--- src/include/samc_pkg.sv ---
// Purpose: Shared constants and types for the sensor front-end mode registers
// Assumes: Serial frame is a 3-bit select code followed by an 8-bit data byte
// Notes:   Only the mode and mode-and-test registers live in this block
`default_nettype none
package samc_pkg;

    // Serial frame layout, select code first, most significant bit first
    localparam int        SEL_W      = 3;
    localparam int        DATA_W     = 8;
    localparam int        FRAME_BITS = SEL_W + DATA_W;

    // Register select codes
    localparam logic [2:0] SEL_MODE      = 3'h6;
    localparam logic [2:0] SEL_MODE_TEST = 3'h7;

    // Power-up values
    localparam logic [7:0] MODE_RESET      = 8'h00;
    localparam logic [7:0] MODE_TEST_RESET = 8'h00;

    // Operating mode register bit positions
    localparam int MODE_PDN    = 7;
    localparam int MODE_SRST   = 6;
    localparam int MODE_VRT    = 5;
    localparam int MODE_DCREF  = 4;
    localparam int MODE_AC     = 3;
    localparam int MODE_INV    = 2;
    localparam int MODE_CFG_HI = 1;
    localparam int MODE_CFG_LO = 0;

    // Mode-and-test register bit positions
    localparam int MT_BUSCTL = 7;
    localparam int MT_OUTDIS = 6;
    localparam int MT_DACRNG = 5;
    localparam int MT_CISREF = 4;
    localparam int MT_BLUPRB = 3;
    localparam int MT_DCRPRB = 2;
    localparam int MT_GRNPRB = 1;
    localparam int MT_DIAG   = 0;

    // Channel sequencing schemes, in field-code order 00..11
    typedef enum logic [1:0] {
        CHAN_SINGLE_RED,
        CHAN_RGB_PER_PIXEL,
        CHAN_TRIPLE_PER_PIXEL,
        CHAN_TRIPLE_PER_LINE
    } samc_chan_e;

    // One received serial write
    typedef struct packed {
        logic [SEL_W-1:0]  sel;
        logic [DATA_W-1:0] data;
    } samc_frame_s;

    // Decoded controls handed to the analog side
    typedef struct packed {
        logic       powerDown;
        logic       vrefExternal;
        logic       dcrefExternal;
        logic       acCoupled;
        logic       inputInverted;
        samc_chan_e chanCfg;
        logic       busControl;
        logic       outputDisable;
        logic       dacRangeLow;
        logic       cisRefEnable;
        logic       buffer_output_to_blue_probe;
        logic       amp_output_to_dcref_probe;
        logic       adc_input_to_green_probe;
        logic       first_diag_enable;
    } samc_ctrl_s;

endpackage : samc_pkg
`default_nettype wire
--- src/hw/samc_mode_regs.sv ---
// Purpose: Mode and mode-and-test control registers of the sensor front end
// Assumes: Host loads registers serially over the shared upper data pins
// Notes:   Gain and offset registers are outside this block
`timescale 1ns/1ps
`default_nettype none
module samc_mode_regs #(
    parameter int PIX_W = 8
) (
    input  wire logic               clock,
    input  wire logic               rst,
    input  wire logic [PIX_W-1:0]   pixelIn,
    input  wire logic [PIX_W-1:0]   dbIn,
    output logic      [PIX_W-1:0]   dbOut,
    output logic      [PIX_W-1:0]   dbOe,
    output samc_pkg::samc_ctrl_s    ctrl,
    output logic      [7:0]         modeReadback,
    output logic      [7:0]         modeTestReadback
);
    logic                  frameValid;
    samc_pkg::samc_frame_s frame;
    logic [7:0]            mode_reg;
    logic [7:0]            modeTest_reg;
    logic [7:0]            mode_next;
    logic [PIX_W-1:0]      pixel_reg;
    logic                  wrMode;
    logic                  wrTest;

    // Upper three data pins double as serial clock, data and load
    samc_serial_rx u_rx (
        .clock      (clock),
        .rst        (rst),
        .sclkPin    (dbIn[5]),
        .sdataPin   (dbIn[6]),
        .loadPin    (dbIn[7]),
        .frameValid (frameValid),
        .frame      (frame)
    );

    // Select decode; other codes belong to gain and offset banks
    assign wrMode = frameValid && (frame.sel == samc_pkg::SEL_MODE);
    assign wrTest = frameValid
                 && (frame.sel == samc_pkg::SEL_MODE_TEST);

    // Mode write value: reset bit never sticks, power-down drops config
    always_comb
    begin
        mode_next = frame.data;
        mode_next[samc_pkg::MODE_SRST] = 1'b0;
        if (frame.data[samc_pkg::MODE_PDN])
        begin
            mode_next[samc_pkg::MODE_CFG_HI] = 1'b0;
            mode_next[samc_pkg::MODE_CFG_LO] = 1'b0;
        end
    end

    // Operating mode register
    always_ff @(posedge clock)
    begin
        if (rst)
        begin
            mode_reg <= samc_pkg::MODE_RESET;
        end
        else if (wrMode && frame.data[samc_pkg::MODE_SRST])
        begin
            mode_reg <= samc_pkg::MODE_RESET;
        end
        else if (wrMode)
        begin
            mode_reg <= mode_next;
        end
    end

    // Mode-and-test register; soft reset in the mode register clears it too
    always_ff @(posedge clock)
    begin
        if (rst)
        begin
            modeTest_reg <= samc_pkg::MODE_TEST_RESET;
        end
        else if (wrMode && frame.data[samc_pkg::MODE_SRST])
        begin
            modeTest_reg <= samc_pkg::MODE_TEST_RESET;
        end
        else if (wrTest)
        begin
            modeTest_reg <= frame.data;
        end
    end

    // Decoded controls, straight from the register flops
    always_comb
    begin
        ctrl.powerDown     = mode_reg[samc_pkg::MODE_PDN];
        ctrl.vrefExternal  = mode_reg[samc_pkg::MODE_VRT];
        ctrl.dcrefExternal = mode_reg[samc_pkg::MODE_DCREF];
        ctrl.acCoupled     = mode_reg[samc_pkg::MODE_AC];
        ctrl.inputInverted = mode_reg[samc_pkg::MODE_INV];
        ctrl.chanCfg       = samc_pkg::samc_chan_e'(
            mode_reg[samc_pkg::MODE_CFG_HI:samc_pkg::MODE_CFG_LO]);
        ctrl.busControl    = modeTest_reg[samc_pkg::MT_BUSCTL];
        ctrl.outputDisable = modeTest_reg[samc_pkg::MT_OUTDIS];
        ctrl.dacRangeLow   = modeTest_reg[samc_pkg::MT_DACRNG];
        ctrl.cisRefEnable  = modeTest_reg[samc_pkg::MT_CISREF];
        ctrl.buffer_output_to_blue_probe =
            modeTest_reg[samc_pkg::MT_BLUPRB];
        ctrl.amp_output_to_dcref_probe =
            modeTest_reg[samc_pkg::MT_DCRPRB];
        ctrl.adc_input_to_green_probe =
            modeTest_reg[samc_pkg::MT_GRNPRB];
        ctrl.first_diag_enable = modeTest_reg[samc_pkg::MT_DIAG];
    end

    assign modeReadback     = mode_reg;
    assign modeTestReadback = modeTest_reg;

    // Pixel output register; frozen in power-down to save toggling
    always_ff @(posedge clock)
    begin
        if (rst)
        begin
            pixel_reg <= '0;
        end
        else if (!mode_reg[samc_pkg::MODE_PDN])
        begin
            pixel_reg <= pixelIn;
        end
    end

    // Host must disable outputs before driving the shared serial pins
    assign dbOut = pixel_reg;
    assign dbOe  = {PIX_W{~modeTest_reg[samc_pkg::MT_OUTDIS]}};

    // Checks
    property p_pdn_set;
        @(posedge clock) disable iff (rst)
        wrMode && frame.data[samc_pkg::MODE_PDN]
            && !frame.data[samc_pkg::MODE_SRST]
            |=> ctrl.powerDown && ctrl.chanCfg == samc_pkg::CHAN_SINGLE_RED;
    endproperty
    a_pdn_set: assert property (p_pdn_set)
        else $error("power-down write not applied");

    property p_srst;
        @(posedge clock) disable iff (rst)
        wrMode && frame.data[samc_pkg::MODE_SRST]
            |=> mode_reg == samc_pkg::MODE_RESET
            && modeTest_reg == samc_pkg::MODE_TEST_RESET;
    endproperty
    a_srst: assert property (p_srst)
        else $error("soft reset did not restore power-up values");

    property p_no_srst;
        @(posedge clock) disable iff (rst)
        wrMode && !frame.data[samc_pkg::MODE_SRST]
            |=> $stable(modeTest_reg) && !mode_reg[samc_pkg::MODE_SRST];
    endproperty
    a_no_srst: assert property (p_no_srst)
        else $error("write without reset disturbed registers");

    property p_mode_fields;
        @(posedge clock) disable iff (rst)
        wrMode && frame.data[7:6] == 2'h0 |=>
            ctrl.vrefExternal == $past(frame.data[5])
            && ctrl.dcrefExternal == $past(frame.data[4])
            && ctrl.inputInverted == $past(frame.data[2])
            && ctrl.chanCfg == $past(frame.data[1:0]);
    endproperty
    a_mode_fields: assert property (p_mode_fields)
        else $error("mode fields do not follow written byte");

    property p_test_fields;
        @(posedge clock) disable iff (rst)
        wrTest |=> modeTestReadback == $past(frame.data)
            && dbOe == {PIX_W{~$past(frame.data[6])}}
            && ctrl.first_diag_enable == $past(frame.data[0]);
    endproperty
    a_test_fields: assert property (p_test_fields)
        else $error("mode-and-test fields do not follow written byte");

    property p_pdn_cfg;
        @(posedge clock) disable iff (rst)
        ctrl.powerDown |-> ctrl.chanCfg == samc_pkg::CHAN_SINGLE_RED;
    endproperty
    a_pdn_cfg: assert property (p_pdn_cfg)
        else $error("channel configuration survived power-down");

    property p_pdn_keep;
        @(posedge clock) disable iff (rst)
        wrMode && frame.data[samc_pkg::MODE_PDN]
            && !frame.data[samc_pkg::MODE_SRST]
            |=> $stable(modeTest_reg)
            && mode_reg[samc_pkg::MODE_VRT:samc_pkg::MODE_INV]
               == $past(frame.data[samc_pkg::MODE_VRT:samc_pkg::MODE_INV]);
    endproperty
    a_pdn_keep: assert property (p_pdn_keep)
        else $error("power-down lost a register value");

    property p_no_frame;
        @(posedge clock) disable iff (rst)
        !frameValid |=> $stable(mode_reg) && $stable(modeTest_reg);
    endproperty
    a_no_frame: assert property (p_no_frame)
        else $error("register changed without a loaded frame");

    property p_other_sel;
        @(posedge clock) disable iff (rst)
        frameValid && frame.sel[2:1] != 2'h3
            |=> $stable(mode_reg) && $stable(modeTest_reg);
    endproperty
    a_other_sel: assert property (p_other_sel)
        else $error("foreign select code changed a register");

    c_pdn:   cover property (@(posedge clock) disable iff (rst)
        wrMode ##1 ctrl.powerDown);
    c_srst:  cover property (@(posedge clock) disable iff (rst)
        wrMode && frame.data[6]);
    c_test:  cover property (@(posedge clock) disable iff (rst)
        wrTest ##1 ctrl.busControl);
    c_cycle: cover property (@(posedge clock) disable iff (rst)
        ctrl.chanCfg == samc_pkg::CHAN_TRIPLE_PER_LINE);

endmodule : samc_mode_regs
`default_nettype wire

--- src/hw/samc_serial_rx.sv ---
// Purpose: Three-wire serial receiver for control register writes
// Assumes: Serial clock, data and load arrive from pins, asynchronous
// Notes:   Pins are oversampled; serial clock must be slow against clock
`timescale 1ns/1ps
`default_nettype none
module samc_serial_rx (
    input  wire logic                 clock,
    input  wire logic                 rst,
    input  wire logic                 sclkPin,
    input  wire logic                 sdataPin,
    input  wire logic                 loadPin,
    output logic                      frameValid,
    output samc_pkg::samc_frame_s     frame
);
    localparam int FW = samc_pkg::FRAME_BITS;
    // Idle pin levels {load, data, clock}: load high, others low
    localparam logic [2:0] PIN_IDLE = 3'h4;

    logic [2:0]    syncA_reg;
    logic [2:0]    syncB_reg;
    logic          sclkLast_reg;
    logic          loadLast_reg;
    logic [FW-1:0] shift_reg;
    logic [3:0]    count_reg;
    logic          sclkRise;
    logic          loadRise;

    // Two-stage synchronisers; only syncB is read by logic
    // Reset to idle levels so release gives no false load edge
    always_ff @(posedge clock)
    begin
        if (rst)
        begin
            syncA_reg <= PIN_IDLE;
            syncB_reg <= PIN_IDLE;
        end
        else
        begin
            syncA_reg <= {loadPin, sdataPin, sclkPin};
            syncB_reg <= syncA_reg;
        end
    end

    // Edge history of serial clock and load
    always_ff @(posedge clock)
    begin
        if (rst)
        begin
            sclkLast_reg <= PIN_IDLE[0];
            loadLast_reg <= PIN_IDLE[2];
        end
        else
        begin
            sclkLast_reg <= syncB_reg[0];
            loadLast_reg <= syncB_reg[2];
        end
    end

    assign sclkRise = syncB_reg[0] & ~sclkLast_reg;
    assign loadRise = syncB_reg[2] & ~loadLast_reg;

    // Shift while load is low; count saturates so extra bits keep last 11
    always_ff @(posedge clock)
    begin
        if (rst)
        begin
            shift_reg <= '0;
            count_reg <= 4'h0;
        end
        else if (loadRise)
        begin
            count_reg <= 4'h0;
        end
        else if (sclkRise && !syncB_reg[2])
        begin
            shift_reg <= {shift_reg[FW-2:0], syncB_reg[1]};
            if (count_reg < 4'(FW))
            begin
                count_reg <= count_reg + 4'h1;
            end
        end
    end

    // Frame is released only on load with a full frame shifted
    always_ff @(posedge clock)
    begin
        if (rst)
        begin
            frameValid <= 1'b0;
            frame      <= '0;
        end
        else
        begin
            frameValid <= loadRise && (count_reg == 4'(FW));
            if (loadRise)
            begin
                frame <= shift_reg;
            end
        end
    end

endmodule : samc_serial_rx
`default_nettype wire

--- config.mk ---
export PLATFORM = sky130hd
export DESIGN_NAME = samc_mode_regs
export DESIGN_NICKNAME = d
export VERILOG_FILES = /design/src/include/samc_pkg.sv /design/src/hw/samc_mode_regs.sv /design/src/hw/samc_serial_rx.sv
export SDC_FILE = /design/constraint.sdc
export NUM_CORES = 1
export LEC_CHECK = 0
export ABC_AREA = 1
export CORE_UTILIZATION = 60
export CTS_CLUSTER_DIAMETER = 30
export DETAILED_ROUTE_END_ITERATION = 6
export DONT_BUFFER_PORTS = 1
export PLACE_DENSITY = 0.74
export SYNTH_ARGS = -nofsm -noshare
export SYNTH_HDL_FRONTEND = slang
export SYNTH_HIERARCHICAL = 1
export SYNTH_SLANG_ARGS = --single-unit
export TNS_END_PERCENT = 100
--- constraint.sdc ---
create_clock -name clock -period 1.3 [get_ports clock]
set_input_delay 0 -clock clock [delete_from_list [all_inputs] [get_ports clock]]
set_output_delay 0 -clock clock [all_outputs]
set_load 0.005 [all_outputs]
==> impl_results.md, run 1 <==
- Layout cell share with drive strength beyond 1: 10.3%
- Number of nets still failing antenna checks after routing: 0
- Setup repair after global routing missed its margin: false
- Placed Area: 0.00214 mm2
- Vias per Instance: 5.18
- Fin worst setup slack: 124 ps
- Die span in y: 64.0 um
- Power density normalized to cell area: 1330 mW/mm2
- Pre-CTS worst setup slack: 129 ps
- Detailed placer's ending HPWL: 2490 um
- R2R Setup Slk: 120 ps
- Netlist Area Pre-Place: 0.00231 mm2
- Seq cells post-synth: 58
- Area Growth Syn to Fin: 4.23%
- Number of core rows: 22
- Power Total: 3200 uW
- Min-delay worst type: in -> reg
- Min cycle time layout: 1180 ps
- Length of the first detailed-routing pass in iterations: 5
- Most common flop cell mapped by yosys: dfxtp_1
- Core area: 0.00366 mm2
- Startpoint of the tightest hold check path: dbIn[7]
- Post-synth net total: 294
- Share of the yosys chip area belonging to registers: 50.4%
- Reg2Reg Launch Point: u_rx/count_reg[0]$_SDFFE_PP0P_
- Number of fill cells: 322
- Number of antenna violations at the first check in global routing: 0
- Clock buffers created by TritonCTS: 9
- Final Setup Violations: 0
- Fraction of registers with async set/reset: 0%
- DIE WIDTH: 64.0 um
- DR WL/cell: 12.2 um
- Via count of the first global-routing pass: 1449
- Number of buffers added on ports: 0
- Via total after detailed routing: 1656
- Critical-path maximum fanout: 5
- Clk_lat worst skew: 330 ps
- Number of maximum-capacitance constraint violations: 0
- Gpl congestion: 0.733
- Required time of the critical path: 1500 ps
- Sum of overflow across all layers after global routing: 0
- Worst Hold Endpoint: u_rx/syncA_reg[2]$_SDFF_PP1_
- Yosys warning total: 6
- Antenna Cells: 0
- Post-synth top area share: 50.4%
- Final critical-path share of the clock period: 90.4%
- Post-synthesis cell type with the largest combined area: dfxtp_1
- Startpoint Class: flip-flop
- Number of enable-type register cells in the synthesized netlist: 0
- Most common library cells after synthesis: 58 x dfxtp_1, 37 x inv_1, 35 x nand2_1
- Number of DRC violations after detailed routing: 0
- Area of the die: 0.00410 mm2
- Maximum number of pins on one net before global-route repair: 20
- Max H-tree Level: 3
- Average instance area after synthesis: 8.39 um2
- Clk buf depth: 2
- Hold-critical path depth: 2
- Sum of routed wire length over all layers: 3900 um
- Setup skew after layout: 10.7 ps
- IO Count: 65
- Clock tree root driver cell: clkbuf_8
- Post-route worst hold slack: 311 ps
- Maximum VDD drop: 611 uV
- Critical Path Sink Type: flip-flop
- Gates resized, CTS repair: 0
- Type of the setup path with the least slack: reg -> reg
- Static leakage: 0.000860 uW
- Clock tree sinks: 58
- Synthesized instance count: 275
- Combined global-route utilization of all metal layers: 20.8%
- Most common cell in the netlist: dfxtp_1
- Run status: completed
- Unique cell type count in the Yosys netlist: 23
- CTS clock-pin slew for the worst setup and hold paths: 50 ps
- Initial Utilization: 63.0%
- Iteration-0 DRC Markers: 190
- TNS Setup: 0 ps
- Length in cells of the worst reg-to-reg path: 5
- First-pass GRT wire length: 6320 um
- Worst R2R End: u_rx/count_reg[2]$_SDFFE_PP0P_
- Final instance area: 0.00240 mm2
- Clock tree from TritonCTS: done
- Number of nets in the layout: 289
- Data arrival, critical path: 1370 ps
- Count of final hold-check violations: 0
- Final max-slew violation count: 0
- Max Fclk: 851 MHz
- Cell types occupying the most area after synthesis: dfxtp_1 50%, buf_4 7.5%, a21oi_1 6.3%
[worst max-delay path by stage]
stage,startpoint,to,slack (ps)
6_report,u_rx/count_reg[0]$_SDFFE_PP0P_,u_rx/count_reg[2]$_SDFFE_PP0P_,120
5_1_grt,u_rx/count_reg[0]$_SDFFE_PP0P_,u_rx/count_reg[1]$_SDFFE_PP0P_,10
4_1_cts,u_rx/count_reg[0]$_SDFFE_PP0P_,u_rx/count_reg[2]$_SDFFE_PP0P_,120
3_5_place_dp,u_rx/count_reg[0]$_SDFFE_PP0P_,u_rx/count_reg[2]$_SDFFE_PP0P_,130
3_3_place_gp,u_rx/count_reg[0]$_SDFFE_PP0P_,u_rx/count_reg[0]$_SDFFE_PP0P_,150
2_1_floorplan,u_rx/count_reg[0]$_SDFFE_PP0P_,u_rx/count_reg[2]$_SDFFE_PP0P_,260
[metrics by stage]
step	cells	util (%)
finish	320	65.7
global route	320	65.7
CTS	320	65.7
detailed placement	295	58.5
global placement	295	58.5
floorplan	275	-
[timing repair]
item	in CTS	in global routing
buffers inserted	0	0
endpoints found under the hold margin	27	0
hold buffers	12	0
[logic make-up (layout without fill, tap and decap cells)]
kind of cell	count (synthesis)	in the layout	share of synthesized area, %
buffers and inverters	68	65	16.2
DFF	58	58	50.4
AOI/OAI and AO/OA	61	61	14.5
adders and majority gates	1	1	0.543
other	1	1	0.163
and+or+nand+nor	86	86	18.2
[routing by layer]
layer	GRT usage [%]	vias to the layer above	part of all wire, %
li1	-	846	-
met1	23.4	743	44
met2	31.5	55	46
met3	8.75	12	7.2
met4	14.8	0	2.7
met5	0	-	0
[critical path, stage by stage (launching register included)]
cell and delay (ps):
dfxtp_1 340, ha_1 250, o21ai_2 210, nand2_1 120, nand2_1 80, a21oi_1 50
[area by class of cell]
cell class                 count  area (um2)  share of cell area (%)
multi-input combinational    149         772                    32.1
inverter                      40         150                    6.25
sequential                    58        1160                    48.3
tap                           48        60.1                    2.50
clock buffer                  12         135                    5.62
timing repair buffer          12         120                    5.00
clock inverter                 1        5.00                   0.208
[power breakdown]
group / total, uW / leakage [uW] / switching [uW] / internal (uW)
clock: 1260 / 0.0000722 / 606 / 656
combinational: 110 / 0.000317 / 63.1 / 47.0
sequential: 1830 / 0.000471 / 18.2 / 1810
total: 3200 / 0.000860 / 687 / 2510
[cells in the final DEF (no fill, tap or decap), drive strengths merged, types with 2 or more instances in the layout]
cell / instances
nand2: 38
or2: 2
nand3: 15
clkbuf: 12
nor2: 30
dfxtp: 58
dlygate4sd3: 12
inv: 40
a21oi: 29
o22ai: 9
o21ai: 23
No activity file was read; power rests on OpenSTA's default activity.
==> inputs of run 2 (changes only) <==
--- a/config.mk
+++ b/config.mk
@@ -10,6 +10,7 @@
 export CTS_CLUSTER_DIAMETER = 30
 export DETAILED_ROUTE_END_ITERATION = 6
 export DONT_BUFFER_PORTS = 1
+export MAX_ROUTING_LAYER = met4
 export PLACE_DENSITY = 0.74
 export SYNTH_ARGS = -nofsm -noshare
 export SYNTH_HDL_FRONTEND = slang
==> impl_results.md, run 2 (same netlist as run 1, synthesis figures left out) <==
- Run status: completed
- Number of maximum-capacitance constraint violations: 0
- Final max-slew violation count: 0
- Most common cell after layout, fill and taps aside: dfxtp_1
- Critical Path Sink Type: flip-flop
- Placed Area: 0.00214 mm2
- Sum of routed wire length over all layers: 3920 um
- Layout cell share with drive strength beyond 1: 10.3%
- Type of the setup path with the least slack: reg -> reg
- Initial Utilization: 63.0%
- Antenna Cells: 0
- Maximum VDD drop: 611 uV
- TNS Setup: 0 ps
- Number of fill cells: 322
- Via count of the first global-routing pass: 1448
- Power density normalized to cell area: 1330 mW/mm2
- Clk buf depth: 2
- Detailed placer's ending HPWL: 2490 um
- Min cycle time layout: 1180 ps
- Clock tree sinks: 58
- Via total after detailed routing: 1653
- Final design utilization: 65.7%
- Count of final hold-check violations: 0
- Clock tree root driver cell: clkbuf_8
- Gpl congestion: 0.742
- Number of DRC violations after detailed routing: 0
- Length of the first detailed-routing pass in iterations: 4
- Required time of the critical path: 1500 ps
- Pre-CTS worst setup slack: 129 ps
- Combined global-route utilization of all metal layers: 21.4%
- Final instance area: 0.00240 mm2
- Area of the die: 0.00410 mm2
- Clk_lat worst skew: 330 ps
- CTS clock-pin slew for the worst setup and hold paths: 50 ps
- Critical-path maximum fanout: 5
- DR WL/cell: 12.2 um
- Setup skew after layout: 10.9 ps
- Data arrival, critical path: 1370 ps
- Vias per Instance: 5.17
- Core area: 0.00366 mm2
- Final critical-path share of the clock period: 90.4%
- Max Fclk: 851 MHz
- Cell count after placement: 295
- Register area: 0.00116 mm2
- Number of core rows: 22
- Number of nets in the layout: 289
- Number of nets still failing antenna checks after routing: 0
- Number of antenna violations at the first check in global routing: 0
- Static leakage: 0.000860 uW
- Clock tree from TritonCTS: done
- Startpoint Class: flip-flop
- Clock buffers created by TritonCTS: 9
- Setup repair after global routing missed its margin: false
- Sum of overflow across all layers after global routing: 0
- Max H-tree Level: 3
- Die span in y: 64.0 um
- Number of buffers added on ports: 0
- Iteration-0 DRC Markers: 180
- Top library cells by usage in the layout, fill and taps aside: 58 x dfxtp_1, 37 x inv_1, 35 x nand2_1, 29 x a21oi_1, 26 x nor2_1
- Final Setup Violations: 0
- Fin worst setup slack: 124 ps
- Min-delay worst type: in -> reg
- IO Count: 65
- DIE WIDTH: 64.0 um
- First-pass GRT wire length: 6310 um
- Maximum number of pins on one net before global-route repair: 20
- Multi-input gate area in the final layout: 772 um2
- Area Growth Syn to Fin: 4.23%
- Finished Layout Cells: 320
run 2: path summary, 6_finish.rpt:
path / start / end / slack (ps) / cells after the start
worst max-delay path: u_rx/count_reg[0]$_SDFFE_PP0P_ / u_rx/count_reg[2]$_SDFFE_PP0P_ / 120 / 5
worst min-delay path: dbIn[7] / u_rx/syncA_reg[2]$_SDFF_PP1_ / 310 / 2
worst max register to register: u_rx/count_reg[0]$_SDFFE_PP0P_ / u_rx/count_reg[2]$_SDFFE_PP0P_ / 120 / 5
worst min register to register: u_rx/syncA_reg[1]$_SDFF_PP0_ / u_rx/syncB_reg[1]$_SDFF_PP0_ / 400 / 2
run 2: power breakdown:
group	leakage, uW	total (uW)	internal (uW)	switching [uW]
Combinational	0.000317	110	47.0	63.2
Clock	0.0000722	1260	656	609
Sequential	0.000471	1830	1810	18.1
Total	0.000860	3200	2510	690
run 2: cell type report:
cell class / count / area share [%]
repair buffers: 12 / 5.00
flip-flops and latches: 58 / 48.3
inverters: 40 / 6.25
clock buffers: 12 / 5.62
clock inverters: 1 / 0.208
multi-input cells: 149 / 32.1
well taps: 48 / 2.50
run 2: through the flow:
stage | hold slack, ps | total power [uW]
after floorplan | 71.2 | 1940
after global placement | 72.4 | 1940
after detailed placement | 74.7 | 1940
after CTS | 293 | 3230
after global routing | 298 | 3340
final | 311 | 3200
run 2: critical path, cell delays in order (launching register included):
cell	delay (ps)
dfxtp_1	340
ha_1	250
o21ai_2	210
nand2_1	120
nand2_1	80
a21oi_1	50
run 2: what timing repair did:
action,in CTS,in global routing
endpoints found under the setup margin,0,0
endpoints found under the hold margin,27,0
hold buffers,12,0
setup buffers,0,0
gates resized for setup,0,0
run 2: layer usage:
metal | part of all wire, % | track usage [%] | wire [um]
met1 | 45 | 23.5 | 1750
met3 | 6.9 | 8.57 | 270
met2 | 46 | 31.5 | 1790
met4 | 2.7 | 14.8 | 104
met5 | 0 | - | 0
==> inputs of run 3 (changes only) <==
==> constraint.sdc (replaced) <==
create_clock -name clock -period 1.3 [get_ports clock]
set_input_delay 0.13 -clock clock [delete_from_list [all_inputs] [get_ports clock]]
set_output_delay 0.13 -clock clock [all_outputs]
set_load 0.005 [all_outputs]
==> impl_results.md, run 3 (same netlist as run 1, synthesis figures left out) <==
- DIE WIDTH: 64.0 um
- Initial Utilization: 63.0%
- Count of final hold-check violations: 1
- Number of nets still failing antenna checks after routing: 0
- Clk buf depth: 2
- First-pass GRT wire length: 6390 um
- Via total after detailed routing: 1635
- Power density normalized to cell area: 1460 mW/mm2
- Net Sw Power: 714 uW
- Number of DRC violations after detailed routing: 0
- Setup repair after global routing missed its margin: false
- CTS clock-pin slew for the worst setup and hold paths: 60 ps
- Multi-input gate area in the final layout: 772 um2
- Startpoint of the most critical setup path: u_rx/count_reg[0]$_SDFFE_PP0P_
- Final Setup Violations: 0
- Final critical-path share of the clock period: 89.1%
- Antenna Cells: 0
- Post-route worst hold slack: -11.1 ps
- Maximum VDD drop: 760 uV
- Finished Layout Cells: 321
- Cell count after placement: 295
- Reg2Reg Launch Point: u_rx/count_reg[0]$_SDFFE_PP0P_
- Number of fill cells: 316
- Most common cell after layout, fill and taps aside: dfxtp_1
- Clock tree root driver cell: clkbuf_8
- Detailed placer's ending HPWL: 2490 um
- DR WL/cell: 12.0 um
- Via count of the first global-routing pass: 1457
- Max Fclk: 864 MHz
- Data arrival, critical path: 1360 ps
- Vias per Instance: 5.09
- Final design utilization: 67.1%
- Final max-slew violation count: 0
- Switching share of total power: 19.9%
- Die span in y: 64.0 um
- Required time of the critical path: 1500 ps
- Clock tree sinks: 58
- Number of buffers added on ports: 0
- Sum of overflow across all layers after global routing: 0
- Combined global-route utilization of all metal layers: 21.5%
- Number of maximum-capacitance constraint violations: 0
- Register area: 0.00116 mm2
- Run status: finished with violations
- Min cycle time layout: 1160 ps
- Static leakage: 0.000889 uW
- TNS Setup: 0 ps
- Internal Power: 2880 uW
- Top library cells by usage in the layout, fill and taps aside: 58 x dfxtp_1, 37 x inv_1, 35 x nand2_1, 29 x a21oi_1, 26 x nor2_1
- Iteration-0 DRC Markers: 141
- Type of the setup path with the least slack: reg -> reg
- Startpoint Class: flip-flop
- Area Growth Syn to Fin: 6.57%
- Area of the die: 0.00410 mm2
- Number of core rows: 22
- Violated checks: hold timing
- Gpl congestion: 0.742
- Clk_lat worst skew: 330 ps
- R2R Setup Slk: 140 ps
- Min-delay worst type: in -> reg
- Relative contribution of sequential cells to total power: 50.8%
- Comb power frac: 3.0%
- Sum of routed wire length over all layers: 3840 um
- Critical Path Sink Type: flip-flop
- Length of the first detailed-routing pass in iterations: 4
- Capture point of the critical path: u_rx/count_reg[1]$_SDFFE_PP0P_
- IO Count: 65
- Number of nets in the layout: 288
- Max H-tree Level: 3
- Power Total: 3590 uW
- Maximum number of pins on one net before global-route repair: 20
- Number of antenna violations at the first check in global routing: 0
- Clock tree from TritonCTS: done
- Clock buffers created by TritonCTS: 9
- Layout cell share with drive strength beyond 1: 11.7%
- Clk pwr share: 46.2%
- Critical-path maximum fanout: 5
- Length in cells of the worst reg-to-reg path: 5
- Worst R2R End: u_rx/count_reg[1]$_SDFFE_PP0P_
- Core area: 0.00366 mm2
- Setup skew after layout: 9.04 ps
==> run 3: worst max-delay path: stages (launching register included) <==
cell	delay [ps]
dfxtp_1	330
ha_1	240
o21ai_2	210
nand2_1	120
nand2_1	80
a21oi_1	50
==> run 3: repair_timing <==
item,4_1_cts,5_1_grt
endpoints found under the hold margin,14,0
gates resized for setup,0,0
hold buffers,11,0
buffers inserted,0,0
==> run 3: power groups by stage <==
| stage | combinational, uW | sequential [uW] | clock (uW) |
|---|---|---|---|
| 3_5_place_dp | 79.1 | 1860 | 0 |
| 4_1_cts | 108 | 1820 | 1700 |
| 6_report | 107 | 1830 | 1660 |
| 2_1_floorplan | 77.6 | 1860 | 0 |
| 5_1_grt | 120 | 1830 | 1790 |
| 3_3_place_gp | 76.6 | 1860 | 0 |
==> run 3: per-layer routing <==
layer	global-route usage (%)	vias up	part of all wire, %
li1	-	842	-
met1	24.3	744	46
met2	31.9	41	46
met3	7.32	8	6.0
met4	14.8	0	2.1
met5	-	-	0
==> run 3: how the worst min path moves through the flow <==
stage / from / endpoint / slack [ps] / cells after the start
after CTS: pixelIn[7] / dbOut[7]$_SDFFE_PP0N_ / 4 / 2
after global routing: pixelIn[7] / dbOut[7]$_SDFFE_PP0N_ / 8 / 2
after global placement: rst / u_rx/syncA_reg[1]$_SDFF_PP0_ / 200 / 1
after detailed placement: rst / u_rx/syncA_reg[1]$_SDFF_PP0_ / 200 / 1
final: pixelIn[7] / dbOut[7]$_SDFFE_PP0N_ / -10 / 2
after floorplan: rst / u_rx/syncA_reg[0]$_SDFF_PP0_ / 200 / 1
==> run 3: per-stage QoR <==
stage / setup slack [ps] / instance area, um2
2_1_floorplan: 261 / 2310
3_3_place_gp: 149 / 2140
3_5_place_dp: 133 / 2140
4_1_cts: 126 / 2460
5_1_grt: 18.0 / 2460
6_report: 142 / 2460
==> run 3: area by class of cell <==
type | instances | area share, %
inverters | 40 | 6.11
clock buffers | 13 | 6.87
clock inverters | 2 | 1.43
flip-flops and latches | 58 | 47.3
well taps | 48 | 2.44
multi-input cells | 149 | 31.4
repair buffers | 11 | 4.48
